===== config.mk =====
export PLATFORM = sky130hd
export DESIGN_NAME = fpsc_top
export DESIGN_NICKNAME = d
export VERILOG_FILES = /design/src/shared/fpsc_pkg.sv /design/src/hw/fpsc_top.sv
export SDC_FILE = /design/constraint.sdc
export NUM_CORES = 1
export LEC_CHECK = 0
export BUFFER_PORTS_ARGS = -buffer_cell sky130_fd_sc_hd__buf_2
export CORE_ASPECT_RATIO = 1.75
export CORE_MARGIN = 4
export CORE_UTILIZATION = 50
export CTS_CLUSTER_SIZE = 28
export DETAILED_ROUTE_END_ITERATION = 10
export GPL_TIMING_DRIVEN = 0
export PLACE_DENSITY = 0.88
export SETUP_SLACK_MARGIN = 0.1
export SKIP_CTS_REPAIR_TIMING = 1
export SLEW_MARGIN = 20
export SYNTH_ARGS = -nofsm -noshare
export SYNTH_HDL_FRONTEND = slang
export SYNTH_SLANG_ARGS = --single-unit

===== constraint.sdc =====
create_clock -name I_SYS_CLK -period 2.7 [get_ports I_SYS_CLK]
set_input_delay 0.81 -clock I_SYS_CLK [delete_from_list [all_inputs] [get_ports I_SYS_CLK]]
set_output_delay 0.81 -clock I_SYS_CLK [all_outputs]
set_load 0.02 [all_outputs]

===== src/shared/fpsc_pkg.sv =====
// Purpose: constants and types for the front panel step control block
// Assumes: 50 MHz system clock, APB register access
// Notes:   lamp outputs are active high (1 = lit)
package fpsc_pkg;
  // bus widths
  localparam int ADDR_W = 16;
  localparam int DATA_W = 8;
  // panel port number shared by input switches and output lamps
  localparam logic [7:0] PANEL_PORT = 8'hFF;
  // switch settle time and derived cycles
  localparam int CLK_HZ      = 50_000_000;
  localparam int DEB_TIME_MS = 5;
  localparam int DEB_CYC     = CLK_HZ / 1000 * DEB_TIME_MS;
  // register byte offsets
  localparam logic [7:0] REG_CTRL   = 8'h00;
  localparam logic [7:0] REG_STATUS = 8'h04;
  localparam logic [7:0] REG_LAMP   = 8'h08;
  localparam logic [7:0] REG_ADDR   = 8'h0C;
  // control bit positions (write one to act)
  localparam int CTRL_RUN  = 0;
  localparam int CTRL_STOP = 1;
  localparam int CTRL_STEP = 2;
  // status bit positions
  localparam int ST_RUN  = 0;
  localparam int ST_WAIT = 1;
  localparam int ST_SPND = 2;
  localparam int ST_STEP = 3;
  // reset values
  localparam logic [7:0] PROG_LAMP_RST = 8'h00;
  localparam logic       RUN_RST       = 1'b0;
  // machine cycle status flags from the processor
  typedef struct packed {
    logic memory_read_flag;
    logic opcode_fetch_flag;
    logic input_cycle_flag;
    logic output_cycle_flag;
  } fpsc_cyc_t;
  // status lamp group
  typedef struct packed {
    logic memory_read_flag;
    logic opcode_fetch_flag;
    logic input_cycle_flag;
    logic output_cycle_flag;
    logic write_out_inactive_flag;
  } fpsc_lamp_t;
  // panel switch group index
  typedef enum logic [1:0] {
    SW_RUN  = 2'h0,
    SW_STOP = 2'h1,
    SW_STEP = 2'h2
  } fpsc_sw_t;
endpackage


===== src/hw/fpsc_top.sv =====
// Purpose: front panel run/stop/step control, cycle display and panel I/O port
// Assumes: processor holds a cycle while I_CYC_VALID is high until O_CPU_READY
// Notes:   switch inputs are synchronous; debounce time is a parameter
//
// Local design decisions: the APB interface to the registers and the register addresses.
`timescale 1ns/1ps

// debounce one switch and emit a single-clock pulse on each settled press
module fpsc_debounce #(
  parameter int CYC = 16
) (
  input  wire logic i_clk,
  input  wire logic i_srst,
  input  wire logic i_sw,
  output logic      o_pulse
);
  logic [31:0] cnt_q;
  logic        stable_q;
  logic        raw_q;

  // restart the settle count on every change of the raw level
  always_ff @(posedge i_clk) begin
    if (i_srst) begin
      raw_q    <= 1'b0;
      stable_q <= 1'b0;
      cnt_q    <= 32'h0;
      o_pulse  <= 1'b0;
    end else begin
      raw_q   <= i_sw;
      o_pulse <= 1'b0;
      if (raw_q != stable_q) begin
        if (cnt_q >= 32'(CYC - 1)) begin
          stable_q <= raw_q;
          cnt_q    <= 32'h0;
          o_pulse  <= raw_q; // only the settled closing counts
        end else begin
          cnt_q <= cnt_q + 32'h1;
        end
      end else begin
        cnt_q <= 32'h0;
      end
    end
  end
endmodule

module fpsc_top #(
  parameter int DEB_CYC = fpsc_pkg::DEB_CYC
) (
  input  wire logic                       I_SYS_CLK,
  input  wire logic                       I_SRST,
  // processor cycle side
  input  wire logic                       i_cyc_valid,
  input  wire fpsc_pkg::fpsc_cyc_t        i_cyc_stat,
  input  wire logic [15:0]                i_cpu_addr,
  input  wire logic [7:0]                 i_cpu_dout,
  input  wire logic [7:0]                 i_bus_data,
  input  wire logic                       i_cpu_wr_n,
  output logic                            o_cpu_ready,
  output logic [7:0]                      o_port_data,
  output logic                            o_port_sel,
  // operator switches
  input  wire logic                       i_run_sw,
  input  wire logic                       i_stop_sw,
  input  wire logic                       i_step_up_sw,
  input  wire logic                       i_step_dn_sw,
  input  wire logic [7:0]                 i_data_sw,
  // lamps
  output logic [15:0]                     o_addr_lamp,
  output logic [7:0]                      o_data_lamp,
  output fpsc_pkg::fpsc_lamp_t            o_stat_lamp,
  output logic [7:0]                      o_prog_lamp,
  output logic                            o_run_lamp,
  output logic                            o_wait_lamp,
  // APB slave
  input  wire logic                       psel,
  input  wire logic                       penable,
  input  wire logic                       pwrite,
  input  wire logic [7:0]                 paddr,
  input  wire logic [31:0]                pwdata,
  output logic [31:0]                     prdata,
  output logic                            pready,
  output logic                            pslverr
);
  logic [2:0] sw_raw;
  logic [2:0] sw_pulse;
  logic       run_q;
  logic       stop_pend_q;
  logic       step_q;
  logic       done;
  logic       io_cyc;
  logic       panel_hit;
  logic       hold_fetch;
  logic       sw_run;
  logic       sw_stop;
  logic       sw_step;
  logic       apb_wr;
  logic       apb_rd;
  logic [31:0] rd_d;
  logic [31:0] rdata_q;
  logic        err_q;

  // either direction of the step lever counts as one actuation
  assign sw_raw[fpsc_pkg::SW_RUN]  = i_run_sw;
  assign sw_raw[fpsc_pkg::SW_STOP] = i_stop_sw;
  assign sw_raw[fpsc_pkg::SW_STEP] = i_step_up_sw | i_step_dn_sw;

  // one debouncer each for the run, stop and step lever switches
  genvar g;
  generate
    for (g = 0; g < 3; g++) begin : g_deb
      fpsc_debounce #(.CYC(DEB_CYC)) u_deb (
        .i_clk   (I_SYS_CLK),
        .i_srst  (I_SRST),
        .i_sw    (sw_raw[g]),
        .o_pulse (sw_pulse[g])
      );
    end
  endgenerate

  // write strobes of the APB control register, and the setup-phase read strobe
  assign apb_wr = psel & penable & pwrite & (paddr == fpsc_pkg::REG_CTRL);
  assign apb_rd = psel & ~penable & ~pwrite;
  assign sw_run  = sw_pulse[fpsc_pkg::SW_RUN]
                 | (apb_wr & pwdata[fpsc_pkg::CTRL_RUN]);
  assign sw_stop = sw_pulse[fpsc_pkg::SW_STOP]
                 | (apb_wr & pwdata[fpsc_pkg::CTRL_STOP]);
  assign sw_step = sw_pulse[fpsc_pkg::SW_STEP]
                 | (apb_wr & pwdata[fpsc_pkg::CTRL_STEP]);

  // cycle decode
  assign io_cyc    = i_cyc_stat.input_cycle_flag | i_cyc_stat.output_cycle_flag;
  assign panel_hit = i_cpu_addr[7:0] == fpsc_pkg::PANEL_PORT;
  // a pending stop catches the next fetch before it completes
  assign hold_fetch = stop_pend_q & i_cyc_stat.opcode_fetch_flag;

  // release the processor: free when running except a fetch held by a pending stop, one cycle per step when stopped
  always_comb begin
    if (run_q) begin
      o_cpu_ready = ~hold_fetch;
    end else begin
      o_cpu_ready = step_q;
    end
  end
  assign done = i_cyc_valid & o_cpu_ready;

  // run/stop flip-flop; a fetch caught by a pending stop drops to stop
  always_ff @(posedge I_SYS_CLK) begin
    if (I_SRST) begin
      run_q       <= fpsc_pkg::RUN_RST;
      stop_pend_q <= 1'b0;
    end else if (sw_run) begin
      run_q       <= 1'b1; // resume from where it waits
      stop_pend_q <= 1'b0;
    end else if (run_q && hold_fetch && i_cyc_valid) begin
      run_q       <= 1'b0; // halted in the fetch wait
      stop_pend_q <= 1'b0;
    end else if (sw_stop && run_q) begin
      stop_pend_q <= 1'b1;
    end
  end

  // single step grant: set by a pulse, spent by one completed cycle
  always_ff @(posedge I_SYS_CLK) begin
    if (I_SRST) begin
      step_q <= 1'b0;
    end else if (sw_step && !run_q) begin
      step_q <= 1'b1; // a new pulse wins over the spend
    end else if (done || run_q) begin
      step_q <= 1'b0; // exactly one cycle per step
    end
  end

  // programmed input port answers the panel port number
  always_ff @(posedge I_SYS_CLK) begin
    if (I_SRST) begin
      o_port_data <= 8'h00;
      o_port_sel  <= 1'b0;
    end else begin
      o_port_data <= i_data_sw;
      o_port_sel  <= i_cyc_valid & i_cyc_stat.input_cycle_flag & panel_hit;
    end
  end

  // programmed output latch: inverted byte, loaded as the write completes
  always_ff @(posedge I_SYS_CLK) begin
    if (I_SRST) begin
      o_prog_lamp <= fpsc_pkg::PROG_LAMP_RST;
    end else if (done && i_cyc_stat.output_cycle_flag && panel_hit) begin
      o_prog_lamp <= ~i_cpu_dout; // dark for a one bit
    end
  end

  // address lamps: binary address, or port number on both bytes for I/O
  always_ff @(posedge I_SYS_CLK) begin
    if (I_SRST) begin
      o_addr_lamp <= 16'h0000;
    end else if (io_cyc) begin
      o_addr_lamp <= {i_cpu_addr[7:0], i_cpu_addr[7:0]};
    end else begin
      o_addr_lamp <= i_cpu_addr;
    end
  end

  // data lamps follow whoever drives the data bus this cycle
  always_ff @(posedge I_SYS_CLK) begin
    if (I_SRST) begin
      o_data_lamp <= 8'h00;
    end else if (i_cyc_stat.output_cycle_flag || !i_cpu_wr_n) begin
      o_data_lamp <= i_cpu_dout;
    end else if (i_cyc_stat.input_cycle_flag && panel_hit) begin
      o_data_lamp <= i_data_sw;
    end else begin
      o_data_lamp <= i_bus_data;
    end
  end

  // status lamps mirror the cycle flags and the write strobe
  always_ff @(posedge I_SYS_CLK) begin
    if (I_SRST) begin
      o_stat_lamp <= '0;
    end else begin
      o_stat_lamp.memory_read_flag  <= i_cyc_stat.memory_read_flag;
      o_stat_lamp.opcode_fetch_flag <= i_cyc_stat.opcode_fetch_flag;
      o_stat_lamp.input_cycle_flag  <= i_cyc_stat.input_cycle_flag;
      o_stat_lamp.output_cycle_flag <= i_cyc_stat.output_cycle_flag;
      o_stat_lamp.write_out_inactive_flag <= i_cpu_wr_n;
    end
  end

  // run and wait lamps
  always_ff @(posedge I_SYS_CLK) begin
    if (I_SRST) begin
      o_run_lamp  <= 1'b0;
      o_wait_lamp <= 1'b0;
    end else begin
      o_run_lamp  <= run_q;
      o_wait_lamp <= i_cyc_valid & ~o_cpu_ready;
    end
  end

  // register read mux
  always_comb begin
    rd_d = 32'h0;
    unique case (paddr)
      fpsc_pkg::REG_CTRL: rd_d = 32'h0;
      fpsc_pkg::REG_STATUS: begin
        rd_d[fpsc_pkg::ST_RUN]  = run_q;
        rd_d[fpsc_pkg::ST_WAIT] = o_wait_lamp;
        rd_d[fpsc_pkg::ST_SPND] = stop_pend_q;
        rd_d[fpsc_pkg::ST_STEP] = step_q;
      end
      fpsc_pkg::REG_LAMP: rd_d = {16'h0, i_data_sw, o_prog_lamp};
      fpsc_pkg::REG_ADDR: rd_d = {16'h0, o_addr_lamp};
      default: rd_d = 32'h0;
    endcase
  end

  // APB: read data and error captured in the setup cycle
  always_ff @(posedge I_SYS_CLK) begin
    if (I_SRST) begin
      rdata_q <= 32'h0;
      err_q   <= 1'b0;
    end else if (psel && !penable) begin
      rdata_q <= apb_rd ? rd_d : 32'h0;
      err_q   <= (paddr != fpsc_pkg::REG_CTRL) && (paddr != fpsc_pkg::REG_STATUS)
              && (paddr != fpsc_pkg::REG_LAMP) && (paddr != fpsc_pkg::REG_ADDR);
    end
  end
  // zero-wait slave
  assign pready  = 1'b1;
  assign prdata  = (psel & penable) ? rdata_q : 32'h0;
  assign pslverr = psel & penable & err_q;

  // checks
  a_stop_holds: assert property (@(posedge I_SYS_CLK) disable iff (I_SRST)
    !run_q && !step_q |-> !o_cpu_ready)
    else $error("cycle released while stopped without step");
  a_step_once: assert property (@(posedge I_SYS_CLK) disable iff (I_SRST)
    !run_q && done && !sw_step |=> !step_q)
    else $error("step grant outlived one cycle");
  a_step_grant: assert property (@(posedge I_SYS_CLK) disable iff (I_SRST)
    sw_pulse[fpsc_pkg::SW_STEP] && !run_q |=> step_q)
    else $error("step pulse gave no grant");
  a_run_free: assert property (@(posedge I_SYS_CLK) disable iff (I_SRST)
    run_q && !stop_pend_q |-> o_cpu_ready)
    else $error("running processor held");
  a_stop_fetch: assert property (@(posedge I_SYS_CLK) disable iff (I_SRST)
    run_q && stop_pend_q && i_cyc_valid && i_cyc_stat.opcode_fetch_flag && !sw_run
    |-> !o_cpu_ready ##1 !run_q)
    else $error("pending stop missed the fetch");
  a_lamp_inv: assert property (@(posedge I_SYS_CLK) disable iff (I_SRST)
    done && i_cyc_stat.output_cycle_flag && panel_hit
    |=> o_prog_lamp == ~$past(i_cpu_dout))
    else $error("output lamps not inverted byte");
  a_lamp_port: assert property (@(posedge I_SYS_CLK) disable iff (I_SRST)
    !(done && i_cyc_stat.output_cycle_flag && panel_hit)
    |=> $stable(o_prog_lamp))
    else $error("output lamps changed without panel write");
  a_lamp_done: assert property (@(posedge I_SYS_CLK) disable iff (I_SRST)
    i_cyc_valid && !o_cpu_ready |=> $stable(o_prog_lamp))
    else $error("lamps changed before write completed");
  a_io_addr: assert property (@(posedge I_SYS_CLK) disable iff (I_SRST)
    io_cyc |=> o_addr_lamp[15:8] == o_addr_lamp[7:0])
    else $error("port number not on both bytes");
  a_mem_addr: assert property (@(posedge I_SYS_CLK) disable iff (I_SRST)
    !io_cyc |=> o_addr_lamp == $past(i_cpu_addr))
    else $error("address lamps wrong");
  a_wo_lamp: assert property (@(posedge I_SYS_CLK) disable iff (I_SRST)
    !i_cpu_wr_n |=> !o_stat_lamp.write_out_inactive_flag)
    else $error("write lamp lit during strobe");
  a_fetch_lamp: assert property (@(posedge I_SYS_CLK) disable iff (I_SRST)
    i_cyc_stat.opcode_fetch_flag && i_cyc_stat.memory_read_flag && i_cpu_wr_n
    |=> o_stat_lamp.opcode_fetch_flag && o_stat_lamp.memory_read_flag
        && o_stat_lamp.write_out_inactive_flag)
    else $error("fetch status lamps wrong");
  a_operand_lamp: assert property (@(posedge I_SYS_CLK) disable iff (I_SRST)
    !i_cyc_stat.opcode_fetch_flag && i_cyc_stat.memory_read_flag
    |=> !o_stat_lamp.opcode_fetch_flag && o_stat_lamp.memory_read_flag)
    else $error("operand status lamps wrong");
  a_out_lamp: assert property (@(posedge I_SYS_CLK) disable iff (I_SRST)
    i_cyc_stat.output_cycle_flag && !i_cyc_stat.memory_read_flag
    |=> o_stat_lamp.output_cycle_flag && !o_stat_lamp.memory_read_flag
        && o_data_lamp == $past(i_cpu_dout))
    else $error("output cycle lamps wrong");
  a_in_port: assert property (@(posedge I_SYS_CLK) disable iff (I_SRST)
    o_port_sel |-> $past(panel_hit) && o_port_data == $past(i_data_sw))
    else $error("input port answered wrong");
  a_deb_pulse: assert property (@(posedge I_SYS_CLK) disable iff (I_SRST)
    sw_pulse[fpsc_pkg::SW_STEP] |=> !sw_pulse[fpsc_pkg::SW_STEP])
    else $error("step pulse longer than one clock");
  // the wait lamp must show every held cycle, or a stopped panel looks hung
  a_wait_show: assert property (@(posedge I_SYS_CLK) disable iff (I_SRST)
    i_cyc_valid && !o_cpu_ready |=> o_wait_lamp)
    else $error("wait lamp dark while cycle held");

  c_step: cover property (@(posedge I_SYS_CLK) disable iff (I_SRST)
    !run_q && done);
  c_stop: cover property (@(posedge I_SYS_CLK) disable iff (I_SRST)
    run_q && stop_pend_q ##[1:20] !run_q);
  c_lamp: cover property (@(posedge I_SYS_CLK) disable iff (I_SRST)
    done && i_cyc_stat.output_cycle_flag && panel_hit);
  c_resume: cover property (@(posedge I_SYS_CLK) disable iff (I_SRST)
    !run_q ##1 run_q);
  c_in_port: cover property (@(posedge I_SYS_CLK) disable iff (I_SRST)
    o_port_sel);
endmodule


==> impl_metrics.toml <==
[outcome]
status = "completed"

[global_route]
grt_pass1_vias = 5304
grt_pass1_wl_um = 24900
grtUsageTotal_pct = 21.9
grt_max_degree = 17
antenna_found_initial = 3
grt_overflow = 0

[worst_setup_path]
rr_worst_depth = 8
cp.buffers_inverters = 3
crit_path_start_kind = "input pin"
slowest_delay_ns = 0.29
cp.required_ns = 1.89
critPathTopFamily = "buffers and inverters"
crit_top_cell = "buf_2"
cp.arrival_ns = 1.65
r2r_setup_slack_ns = 0.32
critPathSlowestCell = "clkbuf_1"
worstPathMaxFanout = 10
worstSetupEndpointType = "output port"
path_class = "input pin to output port"
path_cells = "buf_2 -> clkbuf_1 -> and3_1 -> buf_2"
worst_r2r_endpoint = "g_deb[1].u_deb.cnt_q[11]$_SDFF_PP0_"
r2r-start = "g_deb[1].u_deb.cnt_q[0]$_SDFF_PP0_"

[route]
totalWireLength_um = 15700
detail_route.vias_per_cell = 5.04
first_pass_iters = 5
vias = 5276
avgRoutedWirePerCell_um = 15.0
ant_nets = 0
drt_iter0_drc = 297
drc = 0

[clock_tree]
clk_pin_slew_ns = 0.07
cts_buffer_depth = 2
clock_sinks = 173
htreeDepth = 4
cts_inserted_buffers = 17
root_buffer = "clkbuf_16"
cts_tree = "done"
clk_latency_ns = 0.42

[synth]
synth_most_common_cell = "dfxtp_1"
yosysWarnings = 0
syn_avg_cell_area_um2 = 9.62
ys_seq_elements = 173
synth-async-reset-ratio_pct = 0
syn_area_um2 = 6350
synth_top_area_cell = "dfxtp_1"
syn_inst = 660
yosys-top-cells-area = "dfxtp_1 (55%), nor2_1 (5.9%), xnor2_1 (4.8%), mux2i_1 (3.8%), and3_1 (2.8%)"
synth-seq-area-share_pct = 54.5
synth_common_cells = "dfxtp_1 (173), nor2_1 (99), nand2_1 (43)"
synth_top_area_share_pct = 54.5
synthDistinctLibCells = 45
synth_enable_flop_cells = 0
synth-main-ff-cell = "dfxtp_1"

[finish]
area_growth_syn_to_layout_pct = 26.8
nNetsFinal = 963
drive_above_1_share_pct = 21.5

[floorplanning]
boundaryPins = 178
core_area_um2 = 12400
dieArea_um2 = 14600
fp-row-count = 54
die_x_um = 93.2
start_util_pct = 51.1
fp.dieH_um = 157

[worst_hold_path]
hold_depth = 2
hold_path.startpoint = "rdata_q[8]$_SDFFE_PP0P_"
min_to = "rdata_q[8]$_SDFFE_PP0P_"
hp-class = "flip-flop to flip-flop"

[place]
gp_congestion = 0.916
pre_cts_slack_ns = 0.0754
dp_hpwl_um = 11600
io_buffers = 129

[sta]
relSlewSlack_pct = 49.9
fin_crit_ns = 2.46
timing_worst_slew_pin_value_ns = 0.752
hold_viol_final = 0
setup_viol = 0
skew_ns = 0.00782
rsz0062_at_grt = "false"
fmax_ghz = 0.407
setup_tns_ns = 0
whs_ns = 0.450
fin_crit_sh_pct = 91.0
slew_viol_final = 0
setup_ws_ns = 0.243

[power_and_ir_drop]
switching_share_pct = 22.2
p_leak_nw = 3.40
intPower_mw = 4.29
power_frac_clock_pct = 45.7
power_frac_comb_pct = 6.1
power_density_nw_per_um2 = 685
p_switching_mw = 1.22
peakVddDrop_mv = 0.405
p_seq_share_pct = 48.2

[run]
cap_violations = 0
==> kinds of logic (layout without fill, tap and decap cells) <==
| logic type | Yosys count | count (layout) | share of synthesized area [%] |
|---|---|---|---|
| and+or+nand+nor | 281 | 281 | 21.8 |
| DFF | 173 | 173 | 54.5 |
| AOI/OAI and AO/OA | 70 | 70 | 7.09 |
| buffers and inverters | 53 | 214 | 4.45 |
| xor gates and xnor gates | 50 | 50 | 6.90 |
| muxes | 28 | 28 | 4.49 |
| adders and majority gates | 3 | 3 | 0.591 |
| other | 2 | 60 | 0.118 |
==> layout make-up <==
type	count	area [um^2]
diodes	1	2.50
multi-input cells	491	2820
flip-flops and latches	173	3460
well taps	168	210
clock inverters	12	160
repair buffers	129	646
plain buffers	46	258
clock buffers	20	467
fillers	985	4380
inverters	7	26.3
==> flip-flops by register name, summed over array words and instances (netlist names) <==
| name | count |
|---|---|
| g_deb.u_deb.cnt_q | 96 |
| o_addr_lamp | 16 |
| rdata_q | 16 |
| o_data_lamp | 8 |
| o_port_data | 8 |
| o_prog_lamp | 8 |
| o_stat_lamp | 5 |
| g_deb.u_deb.o_pulse | 3 |
| g_deb.u_deb.raw_q | 3 |
| g_deb.u_deb.stable_q | 3 |
| err_q | 1 |
| o_port_sel | 1 |
| o_run_lamp | 1 |
| o_wait_lamp | 1 |
| run_q | 1 |
| step_q | 1 |
| stop_pend_q | 1 |
==> metrics by stage <==
stage	power, mW	cells	area [um^2]	util [%]
detailed placement	3.05	1014	7420	59.7
floorplan	2.90	717	6560	-
finish	5.52	1047	8050	64.8
global route	5.70	1047	8050	64.8
CTS	5.53	1046	8050	64.7
global placement	3.04	1014	7420	59.7
==> worst reg2reg max path, cell delays in order, from the launching register on <==
cell and delay (ns):
dfxtp_1 0.34, ha_1 0.24, and3_1 0.21, o31ai_1 0.24, a211oi_1 0.15, or4_1 0.53, buf_2 0.19, buf_1 0.23
nor2_1 0.18
==> power groups by stage <==
stage          Clock [mW]  Combinational, mW  Sequential (mW)
2_1_floorplan           0              0.149             2.75
3_3_place_gp            0              0.323             2.71
3_5_place_dp            0              0.328             2.72
4_1_cts              2.54              0.331             2.66
5_1_grt              2.67              0.365             2.67
6_report             2.52              0.336             2.66
==> placed cells by master, fill, tap and decap left out, types with 7 or more instances in the layout <==
cell type / count
dfxtp_1: 173
buf_2: 130
nor2_1: 99
conb_1: 59
nand2_1: 43
xnor2_1: 35
and3_1: 28
nor2b_1: 28
mux2i_1: 24
o21ai_0: 22
clkbuf_1: 21
a211oi_1: 18
nor3_1: 17
buf_4: 17
clkbuf_16: 17
nand3_1: 16
nor4_1: 16
xor2_1: 15
nand4_1: 11
a21oi_1: 11
inv_1: 7
nand2b_1: 7
==> routing by layer <==
metal / vias to the layer above / wire length, um / global-route usage [%]
met2: 228 / 8300 / 41.3
li1: 2585 / - / -
met5: - / 26 / 0
met3: 58 / 1070 / 5.79
met1: 2401 / 5580 / 21.3
met4: 4 / 719 / 11.7
==> worst max path at each step <==
stage                     cells past startpoint  slack [ns]                     endpoint     startpoint
final                                         4        0.24                   prdata[13]        penable
after CTS                                     4        0.23                   prdata[13]        penable
after global routing                          4        0.13                   prdata[13]           psel
after detailed placement                      5        0.08           err_q$_SDFFE_PP0P_         I_SRST
after global placement                        5        0.08           err_q$_SDFFE_PP0P_         I_SRST
after floorplan                               6        0.36  o_prog_lamp[5]$_SDFFE_PP0P_  i_cyc_stat[2]
Note: power is estimated with default switching activity, not from simulation.
